$ cat src/sbus_slave_map.svh
/*
  Constants of the bus slave interface: address map, size and acknowledge
  codes and cycle counts. Assumes inclusion by bare name from src/.
*/
// Behaviour
// - Act as slave only, never start transfers.
// - Accept single 1, 2, 4 byte transfers.
// - Provide 32-bit data path.
// - Decode 24-bit address into chip selects.
// - Slot select alone qualifies the slave; the code also requires address strobe low.
// - Sample all bus signals on rising bus clock; the code acts on bus reset in any core cycle.
// - Synchronise bus clock to local core clock.
// - Buffer writes for fast acknowledgment.
// - Single open-drain asynchronous interrupt output.
// - Drive control unasserted one cycle before release.
// - Never two drivers on a signal together.
// - Acknowledge writes within 255 bus cycles.
// - Ack one cycle, then idle, then release.
// - Read data follows ack for one cycle.
// - Burst attempt gets error acknowledgment.
// - Writes ack at three, reads five to seven; the code acks reads at five or later, once the local data is in.
`ifndef SBUS_SLAVE_MAP_SVH
`define SBUS_SLAVE_MAP_SVH
`define SBS_SIZ_WORD 3'h0
`define SBS_SIZ_BYTE 3'h1
`define SBS_SIZ_HALF 3'h2
`define SBS_ACK_IDLE 3'h7
`define SBS_ACK_ERR 3'h6
`define SBS_ACK_BYTE 3'h5
`define SBS_ACK_WORD 3'h3
`define SBS_ACK_HALF 3'h1
`define SBS_WR_ACK_CYC 8'h03
`define SBS_RD_ACK_MIN 8'h05
`define SBS_MAX_WAIT 8'hff
`define SBS_SEL_ROM 0
`define SBS_SEL_DAC 1
`define SBS_SEL_ALT 2
`define SBS_SEL_CFGA 3
`define SBS_SEL_CFGB 4
`define SBS_SEL_DRAW 5
`define SBS_SEL_XFORM 6
`define SBS_SEL_FRAME 7
`define SBS_DAC_TOP5 5'h04
`define SBS_ALT_PAGE 12'h280
`define SBS_CFGA_PAGE 12'h300
`define SBS_CFGB_PAGE 12'h301
`define SBS_DRAW_PAGE 12'h700
`define SBS_XFORM_PAGE 12'h701
`endif

$ cat src/sbus_slave_pkg.sv
/*
  Types shared by the bus slave interface. Assumes nothing beyond the
  map header for its constants.
*/
package sbus_slave_pkg;
  typedef logic [2:0] ack_t;
  typedef logic [7:0] sel_t;
  typedef enum logic [3:0] {
    ST_IDLE = 4'h1,
    ST_WAIT = 4'h2,
    ST_ACK = 4'h4,
    ST_END = 4'h8
  } state_e;
endpackage

$ cat src/sbus_slave_interface.sv
/*
  Bus slave interface: samples the bus on detected rising edges of the
  bus clock, decodes the address, buffers the transfer toward the local
  side and answers with the acknowledge and read data sequence.
  Assumes the core clock runs fast enough to see every bus clock level,
  and that the local side answers loc_req with a one-cycle loc_done.
*/
`timescale 1ns/1ps
`include "sbus_slave_map.svh"
module sbus_slave_interface #(
  parameter logic [7:0] MAX_WAIT = `SBS_MAX_WAIT
) (
  input wire logic clock,
  input wire logic nrst,
  input wire logic bus_clock,
  input wire logic bus_reset,
  input wire logic slot_select_n,
  input wire logic addr_strobe_n,
  input wire logic read_not_write,
  input wire logic [2:0] xfer_size,
  input wire logic [23:0] phys_addr,
  input wire logic [31:0] bus_data_in,
  output logic [31:0] bus_data_out,
  output logic bus_data_oe,
  output sbus_slave_pkg::ack_t xfer_ack_n,
  output logic xfer_ack_oe,
  output logic irq_out_n,
  output logic irq_out_oe,
  input wire logic vsync_irq,
  output logic loc_req,
  output logic loc_we,
  output logic [23:0] loc_addr,
  output logic [2:0] loc_size,
  output logic [31:0] loc_wdata,
  output sbus_slave_pkg::sel_t loc_sel,
  input wire logic [31:0] loc_rdata,
  input wire logic loc_done
);
  import sbus_slave_pkg::*;

  logic [63:0] raw;
  logic [63:0] smp;
  logic clk_d_r;
  logic edge_s;
  state_e st_r, st_nxt;
  logic [7:0] cnt_r, cnt_nxt;
  logic [23:0] addr_r, addr_nxt;
  logic [31:0] wdata_r, wdata_nxt;
  logic [2:0] size_r, size_nxt;
  logic rnw_r, rnw_nxt;
  logic err_r, err_nxt;
  sel_t sel_r, sel_nxt;
  logic issued_r, issued_nxt;
  logic req_r, req_nxt;
  logic rd_ok_r, rd_ok_nxt;
  logic [31:0] rbuf_r, rbuf_nxt;
  ack_t ack_r, ack_nxt;
  logic ack_oe_r, ack_oe_nxt;
  logic [31:0] dout_r, dout_nxt;
  logic dout_oe_r, dout_oe_nxt;
  logic irq_r;
  sel_t dec;
  logic burst;

  // All bus pins pass two flops before use; the bus clock rides in the same
  // bundle so data is taken in the same core cycle that its edge is seen.
  assign raw = {bus_clock, bus_reset, slot_select_n, addr_strobe_n, read_not_write,
                xfer_size, phys_addr, bus_data_in};

  sync_2ff #(.W(64)) u_sync (
    .clock(clock),
    .nrst(nrst),
    .d(raw),
    .q(smp)
  );

  // Rising edge of the synchronised bus clock paces every bus action except bus reset.
  always_ff @(posedge clock or negedge nrst) begin
    if (!nrst) begin
      clk_d_r <= 1'b0;
    end else begin
      clk_d_r <= smp[63];
    end
  end
  assign edge_s = smp[63] & ~clk_d_r;

  // Address decode into one-hot internal and external selects.
  always_comb begin
    dec = '0;
    if (smp[55]) begin
      dec[`SBS_SEL_FRAME] = 1'b1;
    end else if (smp[55:53] == 3'h0) begin
      dec[`SBS_SEL_ROM] = 1'b1;
    end else if (smp[55:51] == `SBS_DAC_TOP5) begin
      dec[`SBS_SEL_DAC] = 1'b1;
    end else begin
      case (smp[55:44])
        `SBS_ALT_PAGE: dec[`SBS_SEL_ALT] = 1'b1;
        `SBS_CFGA_PAGE: dec[`SBS_SEL_CFGA] = 1'b1;
        `SBS_CFGB_PAGE: dec[`SBS_SEL_CFGB] = 1'b1;
        `SBS_DRAW_PAGE: dec[`SBS_SEL_DRAW] = 1'b1;
        `SBS_XFORM_PAGE: dec[`SBS_SEL_XFORM] = 1'b1;
        default: dec = '0;
      endcase
    end
  end

  // Only single word, byte and halfword sizes are served; all else is burst.
  assign burst = (smp[58:56] != `SBS_SIZ_WORD) && (smp[58:56] != `SBS_SIZ_BYTE) &&
                 (smp[58:56] != `SBS_SIZ_HALF);

  // Success acknowledge code follows the transfer size.
  function automatic ack_t size_ack(input logic [2:0] s);
    case (s)
      `SBS_SIZ_BYTE: size_ack = `SBS_ACK_BYTE;
      `SBS_SIZ_HALF: size_ack = `SBS_ACK_HALF;
      default: size_ack = `SBS_ACK_WORD;
    endcase
  endfunction

  // Transfer sequencer; it only ever answers, it never starts a cycle.
  always_comb begin
    st_nxt = st_r;
    cnt_nxt = cnt_r;
    addr_nxt = addr_r;
    wdata_nxt = wdata_r;
    size_nxt = size_r;
    rnw_nxt = rnw_r;
    err_nxt = err_r;
    sel_nxt = sel_r;
    issued_nxt = issued_r;
    req_nxt = req_r;
    rd_ok_nxt = rd_ok_r;
    rbuf_nxt = rbuf_r;
    ack_nxt = ack_r;
    ack_oe_nxt = ack_oe_r;
    dout_nxt = dout_r;
    dout_oe_nxt = dout_oe_r;
    // Local handshake; a finished read parks its word for the bus.
    if (req_r && loc_done) begin
      req_nxt = 1'b0;
      // A late answer to a timed-out request must not feed the next read.
      if (rnw_r && issued_r) begin
        rd_ok_nxt = 1'b1;
        rbuf_nxt = loc_rdata;
      end
    end
    // Hand the buffered transfer on once the local side is free.
    if (st_r == ST_WAIT && !err_r && !issued_r && !req_r) begin
      req_nxt = 1'b1;
      issued_nxt = 1'b1;
    end
    if (edge_s) begin
      case (st_r)
        ST_IDLE: begin
          ack_oe_nxt = 1'b0;
          dout_oe_nxt = 1'b0;
          // Slot select and address strobe together qualify; a strobe without select is ignored.
          if (!smp[61] && !smp[60]) begin
            addr_nxt = smp[55:32];
            wdata_nxt = smp[31:0];
            size_nxt = smp[58:56];
            rnw_nxt = smp[59];
            sel_nxt = dec;
            err_nxt = burst || (dec == '0);
            rd_ok_nxt = 1'b0;
            issued_nxt = 1'b0;
            cnt_nxt = 8'h01;
            st_nxt = ST_WAIT;
          end
        end
        ST_WAIT: begin
          cnt_nxt = cnt_r + 8'h01;
          ack_oe_nxt = 1'b1;
          ack_nxt = `SBS_ACK_IDLE;
          if (err_r && cnt_r >= `SBS_WR_ACK_CYC - 8'h01) begin
            ack_nxt = `SBS_ACK_ERR;
            st_nxt = ST_ACK;
          end else if (!err_r && !rnw_r && issued_r &&
                       cnt_r >= `SBS_WR_ACK_CYC - 8'h01) begin
            ack_nxt = size_ack(size_r);
            st_nxt = ST_ACK;
          end else if (!err_r && rnw_r && rd_ok_r && cnt_r >= `SBS_RD_ACK_MIN - 8'h01) begin
            ack_nxt = size_ack(size_r);
            st_nxt = ST_ACK;
          end else if (cnt_r >= MAX_WAIT - 8'h01) begin
            ack_nxt = `SBS_ACK_ERR;
            st_nxt = ST_ACK;
          end
        end
        ST_ACK: begin
          // Ack holds one bus cycle, then the idle code; read data follows.
          ack_nxt = `SBS_ACK_IDLE;
          if (rnw_r && rd_ok_r && !err_r) begin
            dout_nxt = rbuf_r;
            dout_oe_nxt = 1'b1;
          end
          st_nxt = ST_END;
        end
        ST_END: begin
          // Release only after a full idle cycle so no drivers overlap.
          ack_oe_nxt = 1'b0;
          dout_oe_nxt = 1'b0;
          st_nxt = ST_IDLE;
        end
        default: st_nxt = ST_IDLE;
      endcase
    end
    // Bus reset drops the transfer and releases the lines at once.
    if (smp[62]) begin
      st_nxt = ST_IDLE;
      ack_oe_nxt = 1'b0;
      dout_oe_nxt = 1'b0;
      ack_nxt = `SBS_ACK_IDLE;
    end
  end

  // State registers, plus the interrupt input flop.
  always_ff @(posedge clock or negedge nrst) begin
    if (!nrst) begin
      st_r <= ST_IDLE;
      cnt_r <= 8'h00;
      addr_r <= 24'h000000;
      wdata_r <= 32'h00000000;
      size_r <= 3'h0;
      rnw_r <= 1'b0;
      err_r <= 1'b0;
      sel_r <= 8'h00;
      issued_r <= 1'b0;
      req_r <= 1'b0;
      rd_ok_r <= 1'b0;
      rbuf_r <= 32'h00000000;
      ack_r <= `SBS_ACK_IDLE;
      ack_oe_r <= 1'b0;
      dout_r <= 32'h00000000;
      dout_oe_r <= 1'b0;
      irq_r <= 1'b0;
    end else begin
      st_r <= st_nxt;
      cnt_r <= cnt_nxt;
      addr_r <= addr_nxt;
      wdata_r <= wdata_nxt;
      size_r <= size_nxt;
      rnw_r <= rnw_nxt;
      err_r <= err_nxt;
      sel_r <= sel_nxt;
      issued_r <= issued_nxt;
      req_r <= req_nxt;
      rd_ok_r <= rd_ok_nxt;
      rbuf_r <= rbuf_nxt;
      ack_r <= ack_nxt;
      ack_oe_r <= ack_oe_nxt;
      dout_r <= dout_nxt;
      dout_oe_r <= dout_oe_nxt;
      irq_r <= vsync_irq;
    end
  end

  // Interrupt pulls low only; it is not tied to the bus clock at all.
  assign irq_out_n = 1'b0;
  assign irq_out_oe = irq_r;
  assign xfer_ack_n = ack_r;
  assign xfer_ack_oe = ack_oe_r;
  assign bus_data_out = dout_r;
  assign bus_data_oe = dout_oe_r;
  assign loc_req = req_r;
  assign loc_we = ~rnw_r;
  assign loc_addr = addr_r;
  assign loc_size = size_r;
  assign loc_wdata = wdata_r;
  assign loc_sel = sel_r;

  property p_ack_then_idle;
    @(posedge clock) disable iff (!nrst)
      (st_r == ST_ACK && edge_s && !smp[62]) |=> (ack_r == `SBS_ACK_IDLE && ack_oe_r);
  endproperty
  a_ack_then_idle: assert property (p_ack_then_idle) else $error("ack not followed by idle");

  property p_idle_before_release;
    @(posedge clock) disable iff (!nrst)
      $fell(ack_oe_r) |-> $past(ack_r) == `SBS_ACK_IDLE;
  endproperty
  a_idle_before_release: assert property (p_idle_before_release) else $error("ack released while asserted");

  property p_data_after_ack;
    @(posedge clock) disable iff (!nrst)
      $rose(dout_oe_r) |-> (ack_r == `SBS_ACK_IDLE && $past(ack_r) != `SBS_ACK_IDLE);
  endproperty
  a_data_after_ack: assert property (p_data_after_ack) else $error("read data not after ack");

  property p_data_one_cycle;
    @(posedge clock) disable iff (!nrst)
      (dout_oe_r && edge_s) |=> !dout_oe_r;
  endproperty
  a_data_one_cycle: assert property (p_data_one_cycle) else $error("read data held too long");

  property p_released_when_idle;
    @(posedge clock) disable iff (!nrst)
      (st_r == ST_IDLE && $past(st_r) == ST_IDLE) |-> (!ack_oe_r && !dout_oe_r);
  endproperty
  a_released_when_idle: assert property (p_released_when_idle) else $error("driving while idle");

  property p_write_ack_three;
    @(posedge clock) disable iff (!nrst)
      ($rose(st_r == ST_ACK) && !rnw_r && ack_r != `SBS_ACK_ERR) |-> cnt_r == `SBS_WR_ACK_CYC;
  endproperty
  a_write_ack_three: assert property (p_write_ack_three) else $error("write ack not at cycle three");

  property p_read_ack_min;
    @(posedge clock) disable iff (!nrst)
      ($rose(st_r == ST_ACK) && rnw_r && ack_r != `SBS_ACK_ERR) |-> cnt_r >= `SBS_RD_ACK_MIN;
  endproperty
  a_read_ack_min: assert property (p_read_ack_min) else $error("read ack too early");

  property p_ack_bound;
    @(posedge clock) disable iff (!nrst)
      $rose(st_r == ST_ACK) |-> cnt_r <= MAX_WAIT;
  endproperty
  a_ack_bound: assert property (p_ack_bound) else $error("ack later than limit");

  property p_burst_error;
    @(posedge clock) disable iff (!nrst)
      ($rose(st_r == ST_ACK) && err_r) |-> (ack_r == `SBS_ACK_ERR && !issued_r);
  endproperty
  a_burst_error: assert property (p_burst_error) else $error("bad transfer not error acked");

  property p_data_only_read;
    @(posedge clock) disable iff (!nrst)
      dout_oe_r |-> (rnw_r && ack_oe_r && ack_r == `SBS_ACK_IDLE);
  endproperty
  a_data_only_read: assert property (p_data_only_read) else $error("data driven outside read");

  property p_cov_write;
    @(posedge clock) disable iff (!nrst)
      $rose(st_r == ST_ACK) && !rnw_r && ack_r == `SBS_ACK_WORD;
  endproperty
  c_cov_write: cover property (p_cov_write);

  property p_cov_read;
    @(posedge clock) disable iff (!nrst) $rose(dout_oe_r);
  endproperty
  c_cov_read: cover property (p_cov_read);

  property p_cov_error;
    @(posedge clock) disable iff (!nrst) $rose(st_r == ST_ACK) && ack_r == `SBS_ACK_ERR;
  endproperty
  c_cov_error: cover property (p_cov_error);
endmodule

$ cat src/sync_2ff.sv
/*
  Two flip-flop synchroniser for a bundle of levels. Assumes the inputs
  are asynchronous to clock and that only the second stage is read.
*/
`timescale 1ns/1ps
module sync_2ff #(
  parameter int W = 1
) (
  input wire logic clock,
  input wire logic nrst,
  input wire logic [W-1:0] d,
  output logic [W-1:0] q
);
  logic [W-1:0] meta_r;
  logic [W-1:0] q_r;

  // First stage feeds only the second stage.
  always_ff @(posedge clock or negedge nrst) begin
    if (!nrst) begin
      meta_r <= '0;
      q_r <= '0;
    end else begin
      meta_r <= d;
      q_r <= meta_r;
    end
  end

  assign q = q_r;
endmodule

$ cat config.mk
export PLATFORM = sky130hd
export DESIGN_NAME = sbus_slave_interface
export DESIGN_NICKNAME = d
export VERILOG_FILES = /design/src/sbus_slave_pkg.sv /design/src/sbus_slave_interface.sv /design/src/sync_2ff.sv
export VERILOG_INCLUDE_DIRS = /design/src /design/src/src
export SDC_FILE = /design/constraint.sdc
export NUM_CORES = 1
export LEC_CHECK = 0
export BUFFER_PORTS_ARGS = -buffer_cell sky130_fd_sc_hd__buf_2
export CAP_MARGIN = 20
export CORE_UTILIZATION = 58
export CTS_BUF_LIST = sky130_fd_sc_hd__clkbuf_16
export DETAILED_ROUTE_END_ITERATION = 6
export GPL_TIMING_DRIVEN = 0
export PLACE_DENSITY = 0.9
export SETUP_SLACK_MARGIN = 0.3
export SYNTH_ARGS = -nofsm -noshare
export SYNTH_HDL_FRONTEND = slang
export SYNTH_SLANG_ARGS = --single-unit
$ cat constraint.sdc
create_clock -name clock -period 5.2 [get_ports clock]
set_input_delay 0 -clock clock [delete_from_list [all_inputs] [get_ports clock]]
set_output_delay 0 -clock clock [all_outputs]
set_load 0.02 [all_outputs]
==> impl_summary.log <==
INFO  metric finalHoldViolations = 0
INFO  metric critPathCaptureType = register
INFO  metric placedInstanceArea = 10900 µm²
INFO  metric drt_pass1_iterations = 5
INFO  metric min_period_over_period = 41.8%
INFO  metric timing_worst_setup_path_type = reg -> reg
INFO  metric ff2ff_setup_slack = 3030 ps
INFO  metric io_buffer_count = 206
INFO  metric drive_above_1_share = 33.3%
INFO  metric synthesis.area = 9540 µm²
INFO  metric capturing_point_of_the_worst_reg2reg_path = loc_wdata[19]
INFO  metric yosysSeqAreaShare = 74.0%
INFO  metric synth.lib_cells_used.distinct = 52
INFO  metric fmax = 0.460 GHz
INFO  metric overflow = 0
INFO  metric synth_area_per_cell = 13.9 µm²
INFO  metric worstSkewPairLatency = 560 ps
INFO  metric crit_path_start_kind = register
INFO  metric layout_min_cycle_time = 2170 ps
INFO  metric gp_congestion = 0.816
INFO  metric cts-root-buf = sky130_fd_sc_hd__clkbuf_16
INFO  metric synth_area_leader_cell = sky130_fd_sc_hd__dfrtp_1
INFO  metric hold_path_class = in -> async
INFO  metric ios = 208
INFO  metric rsz_0062_raised_after_global_routing = false
INFO  metric power.ir.vdd_worst = 0.000529 V
INFO  metric final.setup.tns = 0 ps
INFO  metric yosysWarnings = 0
INFO  metric number_of_synthesized_register_bits = 282
INFO  metric status = completed
INFO  metric die_w = 130 µm
INFO  metric power_leakage = 0.00672 µW
INFO  metric via_count_of_the_first_global_routing_pass = 7240
INFO  metric cts_max_level = 1
INFO  metric drv_cap = 0
INFO  metric power_density = 411 nW/µm²
INFO  metric syn_inst = 684
INFO  metric cts_resized = 0
INFO  metric layout.cells.non_filler = 1262
INFO  metric drc_errors = 0
INFO  metric avgRoutedWirePerCell = 20.4 µm
INFO  metric final_cell_mix = sky130_fd_sc_hd__dfrtp_1, sky130_fd_sc_hd__buf_2, sky130_fd_sc_hd__nand2_1
INFO  metric syn_to_final_growth = 36.0%
INFO  metric timing.reg2reg.worst_path_depth = 6
INFO  metric floorplan.rows = 46
INFO  metric mostFrequentLayoutCell = sky130_fd_sc_hd__dfrtp_1
INFO  metric drt_first_iter_violations = 374
INFO  metric final_antenna_net_count = 0
INFO  metric startpoint_of_the_lowest_slack_register_to_register_path = st_r[0]
INFO  metric syn-num-nets = 786
INFO  metric relSlewSlack = 57.2%
INFO  metric vias_per_cell = 5.34
INFO  metric die_height = 130 µm
INFO  metric clock_sinks = 282
INFO  metric grt_first_pass_wirelength = 39.3 mm
INFO  metric cts_buffer_depth = 3
INFO  metric crit_start = st_r[0]
INFO  metric clk_transition_reported_paths = 70 ps
INFO  metric critical_path_peak_fanout = 10
INFO  metric worstMarginPinSlew = 642 ps
INFO  metric crit_arrival = 2590 ps
INFO  metric final-max-slew-violation-count = 0
INFO  metric dp_hpwl = 13.2 mm
INFO  metric floorplan_die_area = 17000 µm²
INFO  metric nNetsFinal = 1124
INFO  metric worstPathRequired = 5620 ps
INFO  metric buffers_inserted_during_post_cts_setup_optimization = 0
INFO  metric holdWs = 31.8 ps
INFO  metric grt_util_all_layers = 31.6%
INFO  metric routed_vias = 6741
INFO  metric synth_top_cells_by_area = sky130_fd_sc_hd__dfrtp_1, sky130_fd_sc_hd__nand2_1, sky130_fd_sc_hd__mux2_2, sky130_fd_sc_hd__dfstp_2, sky130_fd_sc_hd__nor2_1
INFO  metric finalSetupViolCount = 0
INFO  metric finalWirelength = 25.7 mm
INFO  metric cts_tree = yes
INFO  metric worst_clock_skew = 21.9 ps
INFO  metric antenna_violations_before_repair = 2
INFO  metric synth.top_cell.area_share = 72.9%
INFO  metric initial_core_util = 59.6%
INFO  metric grt_start_max_net_pins = 122
INFO  metric place_inst = 1108
INFO  metric final_design_area_no_fill = 13000 µm²
INFO  metric worstSetupEndpoint = loc_wdata[19]
INFO  metric core_area = 16000 µm²
INFO  metric numCtsBuffers = 28
## worst max-delay path, cell delays in order (launching register included)
cell                       delay (ps)
sky130_fd_sc_hd__dfstp_2          530
sky130_fd_sc_hd__clkbuf_8         170
sky130_fd_sc_hd__nor4b_4          250
sky130_fd_sc_hd__nand3_1          430
sky130_fd_sc_hd__clkbuf_1         380
sky130_fd_sc_hd__nand2_1          180
sky130_fd_sc_hd__nand2_1          110
## through the flow
step	setup slack, ps	power [µW]	utilization (%)
after global placement	-693	2950	67.8
after detailed placement	3140	2990	68.2
final	3030	5330	81.1
after global routing	2870	5480	81.1
after floorplan	3450	2730	-
after CTS	3090	5290	81.1
## synthesized netlist by cell type, drive strengths merged
cell,count
nand2b,6
nor4b,5
a32oi,1
o32ai,1
o21ai,10
nand2,190
nand3,3
mux2,65
mux2i,2
a41oi,1
and3,4
clkbuf,14
nor4,1
o41ai,2
a22oi,1
ha,2
nand3b,1
a21oi,3
xor2,8
buf,14
a31oi,6
o211a,1
nand4,6
dfstp,4
dfrtp,278
nor3,5
nor2,24
xnor2,1
o21a,3
a32o,1
or2b,1
or4b,1
conb,1
o31ai,2
a311o,1
o2111ai,1
and2,1
a21o,1
nor2b,3
inv,6
or4,1
o22ai,1
and2b,1
## power by group
| part | switching, µW | total (µW) | internal (µW) |
|---|---|---|---|
| combinational | 373 | 591 | 218 |
| clock | 883 | 2270 | 1390 |
| sequential | 113 | 2470 | 2360 |
| total | 1370 | 5330 | 3960 |
## worst min-delay path by stage
stage	cells after the start	start	to
6_report	3	nrst	u_sync.meta_r[2]
2_1_floorplan	0	nrst	bus_data_oe
5_1_grt	3	nrst	u_sync.meta_r[1]
3_5_place_dp	1	nrst	u_sync.meta_r[0]
3_3_place_gp	1	bus_data_in[11]	u_sync.meta_r[11]
4_1_cts	3	nrst	u_sync.meta_r[0]
## state kept, by name, summed over array words and instances (netlist names), 3 cells and up
register	count
u_sync.q	64
rbuf_r	32
loc_sel	7
st_r	4
u_sync.meta_r	64
loc_size	3
bus_data_out	32
xfer_ack_n	3
cnt_r	8
loc_wdata	32
loc_addr	24
## cell type report
class | count | area [µm²]
antenna | 2 | 5.00
tap | 216 | 270
inverter | 6 | 22.5
multi-input combinational | 368 | 2250
buffer | 28 | 203
timing repair buffer | 308 | 2110
clock buffer | 28 | 701
clock inverter | 24 | 342
sequential | 282 | 7060
fill | 792 | 3030
## routing by layer
metal | global-route usage, % | routed length, µm
met1 | 34.6 | 8740
met2 | 56.8 | 13800
met3 | 6.48 | 1540
met4 | 18.5 | 1660
met5 | 0 | 0
## cells by family after synthesis
group,Yosys count,share of synthesized area (%)
flip-flops,282,74.0
AND/OR/NAND/NOR,253,11.8
multiplexers,67,7.92
AO/OA/AOI/OAI,36,2.79
buffers and inverters,34,2.36
XOR/XNOR,9,0.826
adder cells (fa/ha/maj),2,0.262
other,1,0.0393
## timing repair
action | in CTS | in global routing
endpoints found under the hold margin | 255 | 0
hold buffers | 100 | 0
setup endpoints to repair | 0 | 0
Power figures use the tool's default switching activity.
